$ cat src/logic/rc_trim_pkg.sv
package rc_trim_pkg;

    // register byte addresses (low 12 bits of the bus address)
    localparam logic [11:0] ADDR_CONTROL    = 12'h080;
    localparam logic [11:0] ADDR_IRQ_ENABLE = 12'h084;
    localparam logic [11:0] ADDR_IRQ_STATUS = 12'h088;
    localparam int          ADDR_W          = 12;

    // control register field positions
    localparam int CTL_TARGET_LSB = 0;
    localparam int CTL_WINDOW_LSB = 4;
    localparam int CTL_LIMIT_LSB  = 6;
    localparam int CTL_STOP_BIT   = 8;

    // status and enable bit positions (same layout in both)
    localparam int ST_LOCK_BIT = 0;
    localparam int ST_FAIL_BIT = 1;
    localparam int ST_REF_BIT  = 2;

    // reset values
    localparam logic [31:0] CONTROL_RST = 32'h0000_0000;
    localparam logic [8:0]  TRIM_RST    = 9'h100;

    // target encodings
    localparam logic [1:0] TARGET_OFF  = 2'h0;
    localparam logic [1:0] TARGET_11M  = 2'h1;
    localparam logic [1:0] TARGET_12M  = 2'h2;
    localparam logic [1:0] TARGET_16M  = 2'h3;

    // oscillator ticks expected over 32 reference periods per target
    localparam logic [17:0] TICKS32_11M = 18'h02a30;
    localparam logic [17:0] TICKS32_12M = 18'h02dc7;
    localparam logic [17:0] TICKS32_16M = 18'h03d09;
    // accepted error over 32 periods: one tick per period
    localparam logic [17:0] LOCK_TOL    = 18'h00020;

    // timing: system clock and reference period in picoseconds
    localparam int CLK_PERIOD_PS = 4000;
    localparam int REF_PERIOD_PS = 30517578;
    localparam int REF_NOM_CYC   = REF_PERIOD_PS / CLK_PERIOD_PS;
    // a reference period outside 3/4 .. 5/4 of nominal is a fault
    localparam int REF_MIN_CYC   = (REF_NOM_CYC * 3) / 4;
    localparam int REF_MAX_CYC   = (REF_NOM_CYC * 5 + 3) / 4;

    // axi responses
    localparam logic [1:0] RESP_OKAY   = 2'h0;
    localparam logic [1:0] RESP_SLVERR = 2'h2;

    typedef struct packed {
        logic       err_stop;
        logic [1:0] update_limit_sel;
        logic [1:0] avg_window_sel;
        logic [1:0] target_sel;
    } trim_ctrl_t;

    typedef struct packed {
        logic ref_error_flag;
        logic trim_fail_flag;
        logic lock_flag;
    } trim_status_t;

endpackage

$ cat src/logic/rc_osc_auto_trim.sv
`timescale 1ns/10ps
// Notes on behaviour
// - stop set plus reference fault: flag, halt
// - stop clear plus fault: flag, keep trimming
// - limit field picks 64/128/256/512 updates
// - lock resets the update counter to zero
// - limit hit unlocked: stop, target cleared
// - trim from average over 4..32 reference periods
// - target field: off, 11.0592, 12, 16 MHz
// - hardware clears target on fault with stop set, or limit
// - reference error flag and enable raise irq
// - failure flag and enable raise irq
// - failure flag set on limit without lock
// - reference error with stop set halts trim, clears target
// - writing one clears the error or failure flag, zero leaves it
// - lock flag is status only, no irq
module rc_osc_auto_trim
    import rc_trim_pkg::*;
#(
    parameter int REF_MIN = REF_MIN_CYC,
    parameter int REF_MAX = REF_MAX_CYC
) (
    input  wire logic        aclk,
    input  wire logic        aresetn,
    input  wire logic        clk_en,
    // axi4-lite slave
    input  wire logic [31:0] s_axi_awaddr,
    input  wire logic        s_axi_awvalid,
    output logic             s_axi_awready,
    input  wire logic [31:0] s_axi_wdata,
    input  wire logic [3:0]  s_axi_wstrb,
    input  wire logic        s_axi_wvalid,
    output logic             s_axi_wready,
    output logic [1:0]       s_axi_bresp,
    output logic             s_axi_bvalid,
    input  wire logic        s_axi_bready,
    input  wire logic [31:0] s_axi_araddr,
    input  wire logic        s_axi_arvalid,
    output logic             s_axi_arready,
    output logic [31:0]      s_axi_rdata,
    output logic [1:0]       s_axi_rresp,
    output logic             s_axi_rvalid,
    input  wire logic        s_axi_rready,
    // reference clock level and oscillator tick pulse
    input  wire logic        ref_clk_in,
    input  wire logic        fast_rc_osc_tick,
    // trim code to the oscillator and interrupt
    output logic [8:0]       fast_rc_osc_trim,
    output logic             irq
);

    // merge a write into a word under byte strobes
    function automatic logic [31:0] merge(input logic [31:0] old,
                                          input logic [31:0] data,
                                          input logic [3:0]  strb);
        logic [31:0] res;
        res = old;
        for (int i = 0; i < 4; i++) begin
            if (strb[i]) begin
                res[i*8 +: 8] = data[i*8 +: 8];
            end
        end
        return res;
    endfunction

    // which register an address hits; 2'h3 means unmapped
    function automatic logic [1:0] reg_sel(input logic [31:0] addr);
        logic [1:0] sel;
        sel = 2'h3;
        if (addr[ADDR_W-1:0] == ADDR_CONTROL) begin
            sel = 2'h0;
        end else if (addr[ADDR_W-1:0] == ADDR_IRQ_ENABLE) begin
            sel = 2'h1;
        end else if (addr[ADDR_W-1:0] == ADDR_IRQ_STATUS) begin
            sel = 2'h2;
        end
        return sel;
    endfunction

    trim_ctrl_t   ctrl_ff;
    trim_status_t stat_ff;
    logic [1:0]   irq_en_ff;    // [1] ref error, [0] failure

    // write channel state
    logic         aw_full_ff;
    logic         w_full_ff;
    logic [31:0]  awaddr_ff;
    logic [31:0]  wdata_ff;
    logic [3:0]   wstrb_ff;
    logic         nxt_aw_full;
    logic         nxt_w_full;
    logic         nxt_bvalid;
    logic         nxt_rvalid;
    logic         wr_do;
    logic [1:0]   wr_sel;
    logic [31:0]  wr_word;

    // trim engine state
    logic         ref_prev_ff;
    logic         seen_edge_ff;
    logic [15:0]  period_cnt_ff;
    logic [4:0]   win_cnt_ff;
    logic [15:0]  acc_ff;
    logic [9:0]   upd_cnt_ff;
    logic [8:0]   trim_ff;

    logic         running;
    logic         ref_rise;
    logic         ref_fault;
    logic         halt_fault;
    logic         eval;
    logic [4:0]   win_last;
    logic [17:0]  scaled;
    logic [17:0]  target_ticks;
    logic signed [18:0] err;
    logic [17:0]  err_abs;
    logic         in_lock;
    logic [9:0]   limit;
    logic         limit_hit;

    assign running  = (ctrl_ff.target_sel != TARGET_OFF);
    assign ref_rise = ref_clk_in & ~ref_prev_ff;

    // short or missing reference periods count as a fault
    assign ref_fault = running & seen_edge_ff &
        ((ref_rise & (period_cnt_ff < 16'(REF_MIN))) |
         (~ref_rise & (period_cnt_ff == 16'(REF_MAX - 1))));
    assign halt_fault = ref_fault & ctrl_ff.err_stop;

    // window closes on the last rising edge of 4 << sel periods
    assign win_last = 5'((6'h4 << ctrl_ff.avg_window_sel) - 6'h1);
    assign eval     = running & seen_edge_ff & ref_rise &
                      (win_cnt_ff == win_last);

    // normalise the tick sum to a 32-period window
    assign scaled = 18'(acc_ff) << (2'h3 - ctrl_ff.avg_window_sel);

    // expected ticks per target frequency
    always_comb begin
        unique case (ctrl_ff.target_sel)
            TARGET_11M: target_ticks = TICKS32_11M;
            TARGET_12M: target_ticks = TICKS32_12M;
            TARGET_16M: target_ticks = TICKS32_16M;
            default:    target_ticks = 18'h0;
        endcase
    end

    assign err     = signed'({1'b0, scaled}) - signed'({1'b0, target_ticks});
    assign err_abs = err[18] ? 18'(-err) : 18'(err);
    assign in_lock = (err_abs <= LOCK_TOL);

    // update limit decode: 64 << sel
    assign limit     = 10'(11'h040 << ctrl_ff.update_limit_sel);
    assign limit_hit = eval & ~in_lock &
                       (upd_cnt_ff == limit - 10'h1);

    // ---------------------------------------------------------------
    // axi write path: address and data taken in either order
    assign wr_do   = aw_full_ff & w_full_ff & ~s_axi_bvalid;
    assign wr_sel  = reg_sel(awaddr_ff);

    always_comb begin
        nxt_aw_full = aw_full_ff;
        nxt_w_full  = w_full_ff;
        nxt_bvalid  = s_axi_bvalid;
        if (s_axi_awvalid & s_axi_awready) begin
            nxt_aw_full = 1'b1;
        end
        if (s_axi_wvalid & s_axi_wready) begin
            nxt_w_full = 1'b1;
        end
        if (s_axi_bvalid & s_axi_bready) begin
            nxt_bvalid = 1'b0;
        end
        if (wr_do) begin
            nxt_aw_full = 1'b0;
            nxt_w_full  = 1'b0;
            nxt_bvalid  = 1'b1;
        end
    end

    // write channel holding registers and response
    always_ff @(posedge aclk) begin
        if (!aresetn) begin
            aw_full_ff    <= 1'b0;
            w_full_ff     <= 1'b0;
            awaddr_ff     <= 32'h0;
            wdata_ff      <= 32'h0;
            wstrb_ff      <= 4'h0;
            s_axi_awready <= 1'b0;
            s_axi_wready  <= 1'b0;
            s_axi_bvalid  <= 1'b0;
            s_axi_bresp   <= RESP_OKAY;
        end else if (clk_en) begin
            aw_full_ff    <= nxt_aw_full;
            w_full_ff     <= nxt_w_full;
            s_axi_bvalid  <= nxt_bvalid;
            // ready drops while a word is held so nothing is overwritten
            s_axi_awready <= ~nxt_aw_full & ~nxt_bvalid;
            s_axi_wready  <= ~nxt_w_full & ~nxt_bvalid;
            if (s_axi_awvalid & s_axi_awready) begin
                awaddr_ff <= s_axi_awaddr;
            end
            if (s_axi_wvalid & s_axi_wready) begin
                wdata_ff <= s_axi_wdata;
                wstrb_ff <= s_axi_wstrb;
            end
            if (wr_do) begin
                s_axi_bresp <= (wr_sel == 2'h3) ? RESP_SLVERR : RESP_OKAY;
            end
        end
    end

    // word as read back, for merging strobed writes
    always_comb begin
        wr_word = merge(32'h0, wdata_ff, wstrb_ff);
        if (wr_sel == 2'h0) begin
            wr_word = merge({23'h0, ctrl_ff.err_stop,
                             ctrl_ff.update_limit_sel,
                             ctrl_ff.avg_window_sel, 2'h0,
                             ctrl_ff.target_sel},
                            wdata_ff, wstrb_ff);
        end else if (wr_sel == 2'h1) begin
            wr_word = merge({29'h0, irq_en_ff, 1'b0}, wdata_ff, wstrb_ff);
        end
    end

    // control register; hardware clear of the target beats a write
    always_ff @(posedge aclk) begin
        if (!aresetn) begin
            ctrl_ff <= trim_ctrl_t'(CONTROL_RST[8:0] == 9'h0 ? 7'h0 : 7'h0);
        end else if (clk_en) begin
            if (wr_do && wr_sel == 2'h0) begin
                ctrl_ff.err_stop         <= wr_word[CTL_STOP_BIT];
                ctrl_ff.update_limit_sel <= wr_word[CTL_LIMIT_LSB +: 2];
                ctrl_ff.avg_window_sel   <= wr_word[CTL_WINDOW_LSB +: 2];
                ctrl_ff.target_sel       <= wr_word[CTL_TARGET_LSB +: 2];
            end
            if (halt_fault || limit_hit) begin
                ctrl_ff.target_sel <= TARGET_OFF;
            end
        end
    end

    // interrupt enable register
    always_ff @(posedge aclk) begin
        if (!aresetn) begin
            irq_en_ff <= 2'h0;
        end else if (clk_en && wr_do && wr_sel == 2'h1) begin
            irq_en_ff <= {wr_word[ST_REF_BIT], wr_word[ST_FAIL_BIT]};
        end
    end

    // sticky flags: set wins over a write-one clear
    always_ff @(posedge aclk) begin
        if (!aresetn) begin
            stat_ff <= '0;
        end else if (clk_en) begin
            if (wr_do && wr_sel == 2'h2 && wstrb_ff[0]) begin
                if (wdata_ff[ST_REF_BIT]) begin
                    stat_ff.ref_error_flag <= 1'b0;
                end
                if (wdata_ff[ST_FAIL_BIT]) begin
                    stat_ff.trim_fail_flag <= 1'b0;
                end
            end
            if (ref_fault) begin
                stat_ff.ref_error_flag <= 1'b1;
            end
            if (limit_hit) begin
                stat_ff.trim_fail_flag <= 1'b1;
            end
            // lock follows the last measured window while running
            if (!running || halt_fault || limit_hit) begin
                stat_ff.lock_flag <= 1'b0;
            end else if (eval) begin
                stat_ff.lock_flag <= in_lock;
            end
        end
    end

    // interrupt: lock flag never takes part
    always_ff @(posedge aclk) begin
        if (!aresetn) begin
            irq <= 1'b0;
        end else if (clk_en) begin
            irq <= (stat_ff.ref_error_flag & irq_en_ff[1]) |
                   (stat_ff.trim_fail_flag & irq_en_ff[0]);
        end
    end

    // ---------------------------------------------------------------
    // axi read path: answer one cycle after the address is taken
    assign nxt_rvalid = (s_axi_arvalid & s_axi_arready) |
                        (s_axi_rvalid & ~s_axi_rready);

    always_ff @(posedge aclk) begin
        if (!aresetn) begin
            s_axi_arready <= 1'b0;
            s_axi_rvalid  <= 1'b0;
            s_axi_rdata   <= 32'h0;
            s_axi_rresp   <= RESP_OKAY;
        end else if (clk_en) begin
            s_axi_rvalid  <= nxt_rvalid;
            s_axi_arready <= ~nxt_rvalid;
            if (s_axi_arvalid & s_axi_arready) begin
                s_axi_rresp <= RESP_OKAY;
                unique case (reg_sel(s_axi_araddr))
                    2'h0: s_axi_rdata <= {23'h0, ctrl_ff.err_stop,
                                          ctrl_ff.update_limit_sel,
                                          ctrl_ff.avg_window_sel, 2'h0,
                                          ctrl_ff.target_sel};
                    2'h1: s_axi_rdata <= {29'h0, irq_en_ff, 1'b0};
                    2'h2: s_axi_rdata <= {29'h0, stat_ff};
                    2'h3: begin
                        s_axi_rdata <= 32'h0;
                        s_axi_rresp <= RESP_SLVERR;
                    end
                endcase
            end
        end
    end

    // ---------------------------------------------------------------
    // reference edge tracking and period measurement
    always_ff @(posedge aclk) begin
        if (!aresetn) begin
            ref_prev_ff   <= 1'b0;
            seen_edge_ff  <= 1'b0;
            period_cnt_ff <= 16'h0;
        end else if (clk_en) begin
            ref_prev_ff <= ref_clk_in;
            if (!running) begin
                // first period after enabling is never judged
                seen_edge_ff  <= 1'b0;
                period_cnt_ff <= 16'h0;
            end else if (ref_rise) begin
                seen_edge_ff  <= 1'b1;
                period_cnt_ff <= 16'h0;
            end else if (period_cnt_ff == 16'(REF_MAX - 1)) begin
                period_cnt_ff <= 16'h0; // restart so a dead clock repeats
            end else begin
                period_cnt_ff <= period_cnt_ff + 16'h1;
            end
        end
    end

    // averaging window: count periods and oscillator ticks
    always_ff @(posedge aclk) begin
        if (!aresetn) begin
            win_cnt_ff <= 5'h0;
            acc_ff     <= 16'h0;
        end else if (clk_en) begin
            if (!running || !seen_edge_ff) begin
                win_cnt_ff <= 5'h0;
                acc_ff     <= 16'h0;
            end else if (eval) begin
                win_cnt_ff <= 5'h0;
                acc_ff     <= {15'h0, fast_rc_osc_tick};
            end else begin
                if (ref_rise) begin
                    win_cnt_ff <= win_cnt_ff + 5'h1;
                end
                if (acc_ff != 16'hffff) begin
                    acc_ff <= acc_ff + {15'h0, fast_rc_osc_tick};
                end
            end
        end
    end

    // trim value and update counter
    always_ff @(posedge aclk) begin
        if (!aresetn) begin
            trim_ff    <= TRIM_RST;
            upd_cnt_ff <= 10'h0;
        end else if (clk_en) begin
            if (!running) begin
                upd_cnt_ff <= 10'h0;
            end else if (eval && in_lock) begin
                upd_cnt_ff <= 10'h0;
            end else if (eval && !halt_fault) begin
                upd_cnt_ff <= upd_cnt_ff + 10'h1;
                // too many ticks means too fast: lower the code
                if (!err[18] && trim_ff != 9'h000) begin
                    trim_ff <= trim_ff - 9'h1;
                end else if (err[18] && trim_ff != 9'h1ff) begin
                    trim_ff <= trim_ff + 9'h1;
                end
            end
        end
    end

    // trim code to the oscillator, held when trimming stops
    always_ff @(posedge aclk) begin
        if (!aresetn) begin
            fast_rc_osc_trim <= TRIM_RST;
        end else if (clk_en) begin
            fast_rc_osc_trim <= trim_ff;
        end
    end

endmodule // rc_osc_auto_trim

$ cat config.mk
export PLATFORM = sky130hd
export DESIGN_NAME = rc_osc_auto_trim
export DESIGN_NICKNAME = d
export VERILOG_FILES = /design/src/logic/rc_trim_pkg.sv /design/src/logic/rc_osc_auto_trim.sv
export SDC_FILE = /design/constraint.sdc
export NUM_CORES = 1
export LEC_CHECK = 0
export BUFFER_PORTS_ARGS = -buffer_cell sky130_fd_sc_hd__buf_4
export CORE_UTILIZATION = 60
export CTS_CLUSTER_DIAMETER = 200
export DETAILED_ROUTE_END_ITERATION = 16
export PLACE_DENSITY = 0.86
export REMOVE_ABC_BUFFERS = 1
export SLEW_MARGIN = 20
export SYNTH_ARGS = -nofsm -noshare
export SYNTH_HDL_FRONTEND = slang
export SYNTH_SLANG_ARGS = --single-unit
$ cat constraint.sdc
create_clock -name aclk -period 16.1 [get_ports aclk]
set_input_delay 1.61 -clock aclk [delete_from_list [all_inputs] [get_ports aclk]]
set_output_delay 1.61 -clock aclk [all_outputs]
set_load 0.1 [all_outputs]
-- Word level (Yosys, flattened, before mapping)
Cells that the tools add are included.
- bits in registers: 148
- input bits: 110
- output and inout bits: 51
- logic and storage cells: 207
- $add $sub $neg: 11
- magnitude comparators: 2
- equality and inequality tests: 26
- shift operators: 3
- multiplexer cells: 52
- bitwise logic cells: 34
- reduce and logical (&&, ||, !) cells: 47
- operators with widths (operator ; number):
    one-hot mux 32 bit (4 select lines) ; 1
    two-way mux 16 bit ; 6
    == test 12 x 8 -> 1 bit (second input constant) ; 6
    one-hot mux 14 bit (3 select lines) ; 1
    two-way mux 8 bit ; 4
    two-way mux 10 bit ; 3
    two-way mux 9 bit ; 3
    two-way mux 2 bit ; 12
    AND reduction 2 bit ; 11
    AND 1 bit ; 21
    subtractor 18 x 14 -> 19 bit ; 1
    <= comparator 18 x 6 -> 1 bit (second input constant) ; 1
    two-way mux 1 bit ; 18
    two-way mux 18 bit ; 1
    negator 18 bit ; 1
    << shifter 16 x 2 -> 18 bit ; 1
    adder 16 x 1 -> 16 bit ; 1
    adder 16 x 1 -> 16 bit (second input constant) ; 1
    == test 16 x 14 -> 1 bit (second input constant) ; 1
    less-than comparator 16 x 13 -> 1 bit (second input constant) ; 1
    != test 16 bit (second input constant) ; 1
    nonzero test 2 bit ; 8
    two-way mux 5 bit ; 3
    AND reduction 3 bit ; 5
    28 further kinds ; 63

-- Longest topological paths before layout
- depth in word-level cells: 12
- depth in mapped cells: 26

-- Least setup slack after synthesis
OpenSTA, ideal clock, no wires.
- kind: reg2reg
- from: register ctrl_ff[3] (netlist name)
- to: register trim_ff[8]
- library setup time: 0.126 ns
- data arrival time: 5.170 ns
- data required time: 15.974 ns
- path slack: 10.805 ns
- stages on the path, launching flop included: 24
- period minus slack after synthesis: 5.295 ns
- path through: dfxtp_1 -> clkbuf_1 -> buf_1 -> clkbuf_1 -> nand2_1 -> fa_1 -> nor2b_1 -> o311ai_0 -> a211o_1 -> a211o_1 -> nand2_1 -> and2_1 -> ha_1 -> nor2b_1 -> o21ai_0 -> a21boi_0 -> o21ai_0 -> nand2b_1 -> a21o_1 -> a21oi_1 -> xnor2_1 -> o211ai_1 -> xor2_1 -> nand2_1
- word-level cells in the longest chain between the ends: 9
- elaborated cells on any way between the ends: 19
- RTL lines (item ; RTL line ; text):
    from (decl) ; rc_osc_auto_trim.sv:80 ; trim_ctrl_t ctrl_ff;
    from (signal assigned) ; rc_osc_auto_trim.sv:231 ; ctrl_ff <= trim_ctrl_t'(CONTROL_RST[8:0] == 9'h0 ? 7'h0 : 7'h0);
    subtractor 2 bit ; rc_osc_auto_trim.sv:136 ; assign scaled = 18'(acc_ff) << (2'h3 - ctrl_ff.avg_window_sel);
    << shifter 16 x 2 -> 18 bit ; rc_osc_auto_trim.sv:136 ;
    subtractor 18 x 14 -> 19 bit ; rc_osc_auto_trim.sv:148 ; assign err = signed'({1'b0, scaled}) - signed'({1'b0, target_ticks});
    negator 18 bit ; rc_osc_auto_trim.sv:149 ; assign err_abs = err[18] ? 18'(-err) : 18'(err);
    two-way mux 18 bit ; rc_osc_auto_trim.sv:149 ;
    <= comparator 18 x 6 -> 1 bit ; rc_osc_auto_trim.sv:150 ; assign in_lock = (err_abs <= LOCK_TOL);
    logical AND 1 bit ; rc_osc_auto_trim.sv:379 ; end else if (eval && in_lock) begin
    inverter 1 bit (no source line) ; - ;
    AND reduction 5 bit (no source line) ; - ;
    to (signal assigned) ; rc_osc_auto_trim.sv:385 ; trim_ff <= trim_ff - 9'h1;
    to (signal assigned) ; rc_osc_auto_trim.sv:387 ; trim_ff <= trim_ff + 9'h1;
    to (decl) ; rc_osc_auto_trim.sv:105 ; logic [8:0] trim_ff;
Several ways; a longest one is shown, not always the timed one.
A chain may end at the register's enable or synchronous reset.

-- Final worst setup path
- from: register ctrl_ff[1] (netlist name)
- to: register trim_ff[8]
- word-level cells in the longest chain between the ends: 9
- elaborated cells on any way between the ends: 24
- RTL lines (item ; RTL line ; text):
    == test 2 bit / == test 2 x 1 -> 1 bit (equally long branches) ; rc_osc_auto_trim.sv:140 ; unique case (ctrl_ff.target_sel)
    one-hot mux 14 bit (3 select lines) ; rc_osc_auto_trim.sv:140 ;
    subtractor 18 x 14 -> 19 bit ; rc_osc_auto_trim.sv:148 ;
    negator 18 bit ; rc_osc_auto_trim.sv:149 ;
    two-way mux 18 bit ; rc_osc_auto_trim.sv:149 ;
    <= comparator 18 x 6 -> 1 bit ; rc_osc_auto_trim.sv:150 ;
    logical AND 1 bit ; rc_osc_auto_trim.sv:379 ;
    inverter 1 bit (no source line) ; - ;
    AND reduction 5 bit (no source line) ; - ;
Several ways; a longest one is shown, not always the timed one.

==> parameters.txt <==
Parameter                              Value

Final layout
  Cell area after layout    8380 um2
  Layout cell share with drive strength beyond 1    0.128
  Filler-free cell count of the finished design    1140
  Number of antenna repair diodes    0
  Fill count    between 900 and 1k
  Post-layout nets    1118
  Layout area overhead    13.8%

Worst setup path
  CP required    16400 ps
  Type of the worst setup path    reg2reg
  Setup slack of the worst register-to-register path    10080 ps
  CP max FO    11
  Arrival time at the worst endpoint    6330 ps
  Critical path capture point type    flop
  Kind of launch point of the worst setup path    flop

Power
  Total power per unit cell area    between 80 and 90 nW/um2
  Highest ir drop seen on vdd    0.0626 mV
  Standby leakage power    approximately 3.5 nW
  Tot Pwr    ~730 uW

GRT
  Number of global-route vias before repair    6331
  Maximum number of pins on one net before global-route repair    85
  Global-route congestion overflow total    0
  Met2 usage    0.463
  Wire length of the first global-routing pass    28.7 mm
  GR Util All Layers    0.273
  GR met3 Demand/Resource    0.0525
  Initial antenna violation count    0
  Most Crowded Layer GR    met2
  Global routing met1 resource utilization    0.346

Logic synthesis
  Gate Count Post-Synth    936
  Sequential share of the synthesized area    0.324
  Cell types with the largest area share after synthesis    sky130_fd_sc_hd__dfxtp_1 (32%), sky130_fd_sc_hd__nor2_1 (6.1%), sky130_fd_sc_hd__mux2i_1 (6.0%)
  Arithmetic-cell share of the synthesized area counting full adders, half adders and majority gates    0.0511
  Netlist area before placement    7360 um2
  Synth warnings    0
  Post-synth cell types    74
  Fraction of registers with async set/reset    0
  Number of synthesized flops with an enable pin    0
  Syn avg cell area    7.87 um2
  Synth Area in XOR/XNOR    0.0522
  Post-synthesis share of cell area spent on and, or, nand and nor gates    0.252
  Top cell type's share of synthesized area    0.324
  Area fraction in compound gates after synthesis    0.177
  Cell taking the most area after synthesis    sky130_fd_sc_hd__dfxtp_1
  Mux contribution to synthesized area    0.0766
  Flip-flop and latch count after synthesis    119
  Primary flip-flop cell chosen by synthesis mapping    sky130_fd_sc_hd__dfxtp_1
  Main combinational cell family by area after synthesis    simple AND/OR/NAND/NOR gates

Drt
  Post-DR wirelength/cell    14.8 um
  Iteration-0 DRC Markers    ~480
  Sum of routed wire length over all layers    16.8 mm
  Post-DRT Antenna Nets    0
  Pre-antenna DRT Iters    5
  Per-cell via count in the routed design    ~6.0
  Vias    6881
  DRC viols    0

Timing
  Final Hold Violating Endpoints    0
  Highest attainable clock frequency    0.166 GHz
  Max-slew headroom at the worst pin    0.254
  Setup-failing EPs final    0
  Sum of negative setup slack    0 ps
  Final-report max-slew violation count    0
  RSZ-0062 raised after global routing    false
  Fin crit period    6020 ps
  Final clock period utilization by the worst path    0.374
  Least-Margin Pin Slew    between 1000 and 1500 ps
  Setup clock skew after layout    7.62 ps

Worst hold path
  Class of the tightest hold or removal check    reg2reg

Clock network
  Post-CTS Repair Setup Buffers    0
  CTS buffer count    17
  Clock root cell    sky130_fd_sc_hd__clkbuf_16
  Clock sink count    about 120
  Post_cts resized    0
  Clock slew at reported path FFs    60 ps
  Clock tree from TritonCTS    done
  Source-to-sink clock delay at the later pin of the worst-skew pair    420 ps
  Total number of H-tree levels    4
  Cts-stage hold buffer count    0
  Maximum count of clock buffers along a single path    2

Flow run
  Max_cap viols    0

Placed design
  DP Wirelength    between 10 and 15 mm
  Post-Place Cell Area    just under 8000 um2
  Placed cells    between 1k and 1.5k
  Final weighted congestion in routability-driven placement    about 0.85
  Quantity of I/O buffers inserted on ports    between 60 and 70

Floorplan
  Full die area    12700 um2
  Width of the chip    around 110 um
  Initial core utilization    0.613
  Total core area    12000 um2
  Number of placement rows    40
  IO Count    161
  Die Y    113 um

Status
  Outcome    finished clean
## where the power goes
| group | internal, mW | switching [mW] | total (mW) |
|---|---|---|---|
| Clock | 0.218 | 0.154 | 0.372 |
| Sequential | 0.297 | 0.00218 | 0.299 |
| Combinational | 0.0125 | 0.0488 | 0.0613 |
| Total | 0.528 | 0.205 | 0.733 |
## kinds of logic after synthesis
family                     count (synthesis)
xor gates and xnor gates                  43
buffers and inverters                    102
adders and majority gates                 29
DFF                                      119
other                                      1
AOI/OAI and AO/OA                        208
muxes                                     51
and+or+nand+nor                          383
## worst max-delay path: stages (launching register included)
cell,delay [ps]
sky130_fd_sc_hd__dfxtp_1,680
sky130_fd_sc_hd__clkinv_1,380
sky130_fd_sc_hd__nor2_1,270
sky130_fd_sc_hd__inv_1,140
sky130_fd_sc_hd__ha_1,330
sky130_fd_sc_hd__nor2b_1,360
sky130_fd_sc_hd__o311ai_0,280
sky130_fd_sc_hd__a211o_1,380
sky130_fd_sc_hd__a211o_1,360
sky130_fd_sc_hd__nand2_1,240
sky130_fd_sc_hd__and2_1,390
sky130_fd_sc_hd__ha_1,340
sky130_fd_sc_hd__nor2b_1,140
sky130_fd_sc_hd__o21ai_0,240
sky130_fd_sc_hd__a21boi_0,160
sky130_fd_sc_hd__o21ai_0,180
sky130_fd_sc_hd__nand2b_1,120
sky130_fd_sc_hd__a21o_1,200
sky130_fd_sc_hd__a21oi_1,190
sky130_fd_sc_hd__xnor2_1,160
sky130_fd_sc_hd__o211ai_1,140
sky130_fd_sc_hd__xor2_1,160
sky130_fd_sc_hd__nand2_1,70
## per-layer routing
metal	routed length [um]	share of wire
met2	7980	0.47
met1	7680	0.46
met5	0	0
met3	842	0.050
met4	323	0.019
## through the flow
step | utilization | hold WS, ps | worst slack, ps
global route | 0.698 | 459 | 9630
finish | 0.698 | 455 | 10080
CTS | 0.698 | 453 | 10150
detailed placement | 0.649 | 449 | 10300
global placement | 0.649 | 441 | 10450
floorplan | - | 432 | 10910
## cells in the mapped netlist (4+ instances only)
library cell	n
sky130_fd_sc_hd__o21ai_0	37
sky130_fd_sc_hd__o22ai_1	6
sky130_fd_sc_hd__nor2b_1	7
sky130_fd_sc_hd__mux2i_1	44
sky130_fd_sc_hd__a21oi_1	80
sky130_fd_sc_hd__nand2_1	103
sky130_fd_sc_hd__a211o_1	4
sky130_fd_sc_hd__nand4_1	18
sky130_fd_sc_hd__clkbuf_1	33
sky130_fd_sc_hd__a21o_1	10
sky130_fd_sc_hd__nor4_1	12
sky130_fd_sc_hd__nor3b_1	14
sky130_fd_sc_hd__buf_4	26
sky130_fd_sc_hd__or3_1	6
sky130_fd_sc_hd__xnor2_1	20
sky130_fd_sc_hd__nand3_1	26
sky130_fd_sc_hd__nor3_1	21
sky130_fd_sc_hd__mux4_2	4
sky130_fd_sc_hd__a22oi_1	14
sky130_fd_sc_hd__ha_1	26
sky130_fd_sc_hd__nand2b_1	6
sky130_fd_sc_hd__and3_1	18
sky130_fd_sc_hd__nor2_1	119
sky130_fd_sc_hd__and2_1	6
sky130_fd_sc_hd__a211oi_1	11
sky130_fd_sc_hd__dfxtp_1	119
sky130_fd_sc_hd__xor2_1	22
sky130_fd_sc_hd__inv_1	30
sky130_fd_sc_hd__o21a_1	6
sky130_fd_sc_hd__buf_1	7
sky130_fd_sc_hd__and4_1	4
sky130_fd_sc_hd__or2_2	6
## layout make-up
type                            instances  area, um2  share of cell area
Multi-Input combinational cell        740       4580               0.547
Timing Repair Buffer                   71        533              0.0636
Clock buffer                           17        425              0.0508
Sequential cell                       119       2380               0.284
Clock inverter                         15        158              0.0188
Inverter                               31        116              0.0139
Tap cell                              147        184              0.0219
## final timing paths
check,start,to,depth (start not counted)
setup / recovery,ctrl_ff[1]$_SDFFE_PN0P_,trim_ff[8]$_SDFFE_PN1P_,22
hold / removal,wdata_ff[0]$_SDFFE_PN0P_,wdata_ff[0]$_SDFFE_PN0P_,2
setup reg to reg,ctrl_ff[1]$_SDFFE_PN0P_,trim_ff[8]$_SDFFE_PN1P_,22
hold reg to reg,wdata_ff[0]$_SDFFE_PN0P_,wdata_ff[0]$_SDFFE_PN0P_,2
## registers in the layout (all words and copies together), names as in the netlist, 2 cells and up
signal            cells
period_cnt_ff        16
trim_ff               9
stat_ff               3
s_axi_rdata           8
wstrb_ff              2
fast_rc_osc_trim      9
irq_en_ff             2
win_cnt_ff            5
ctrl_ff               7
upd_cnt_ff           10
awaddr_ff            12
wdata_ff              8
acc_ff               16
## placed cells by master (no fill, tap or decap), types with 26 or more instances in the layout
cell / instances
sky130_fd_sc_hd__nand2_1: 103
sky130_fd_sc_hd__buf_4: 71
sky130_fd_sc_hd__inv_1: 29
sky130_fd_sc_hd__nor2_1: 119
sky130_fd_sc_hd__o21ai_0: 37
sky130_fd_sc_hd__a21oi_1: 80
sky130_fd_sc_hd__conb_1: 26
sky130_fd_sc_hd__mux2i_1: 44
sky130_fd_sc_hd__dfxtp_1: 119
sky130_fd_sc_hd__nand3_1: 26
sky130_fd_sc_hd__ha_1: 26
No activity file was read; power rests on OpenSTA's default activity.
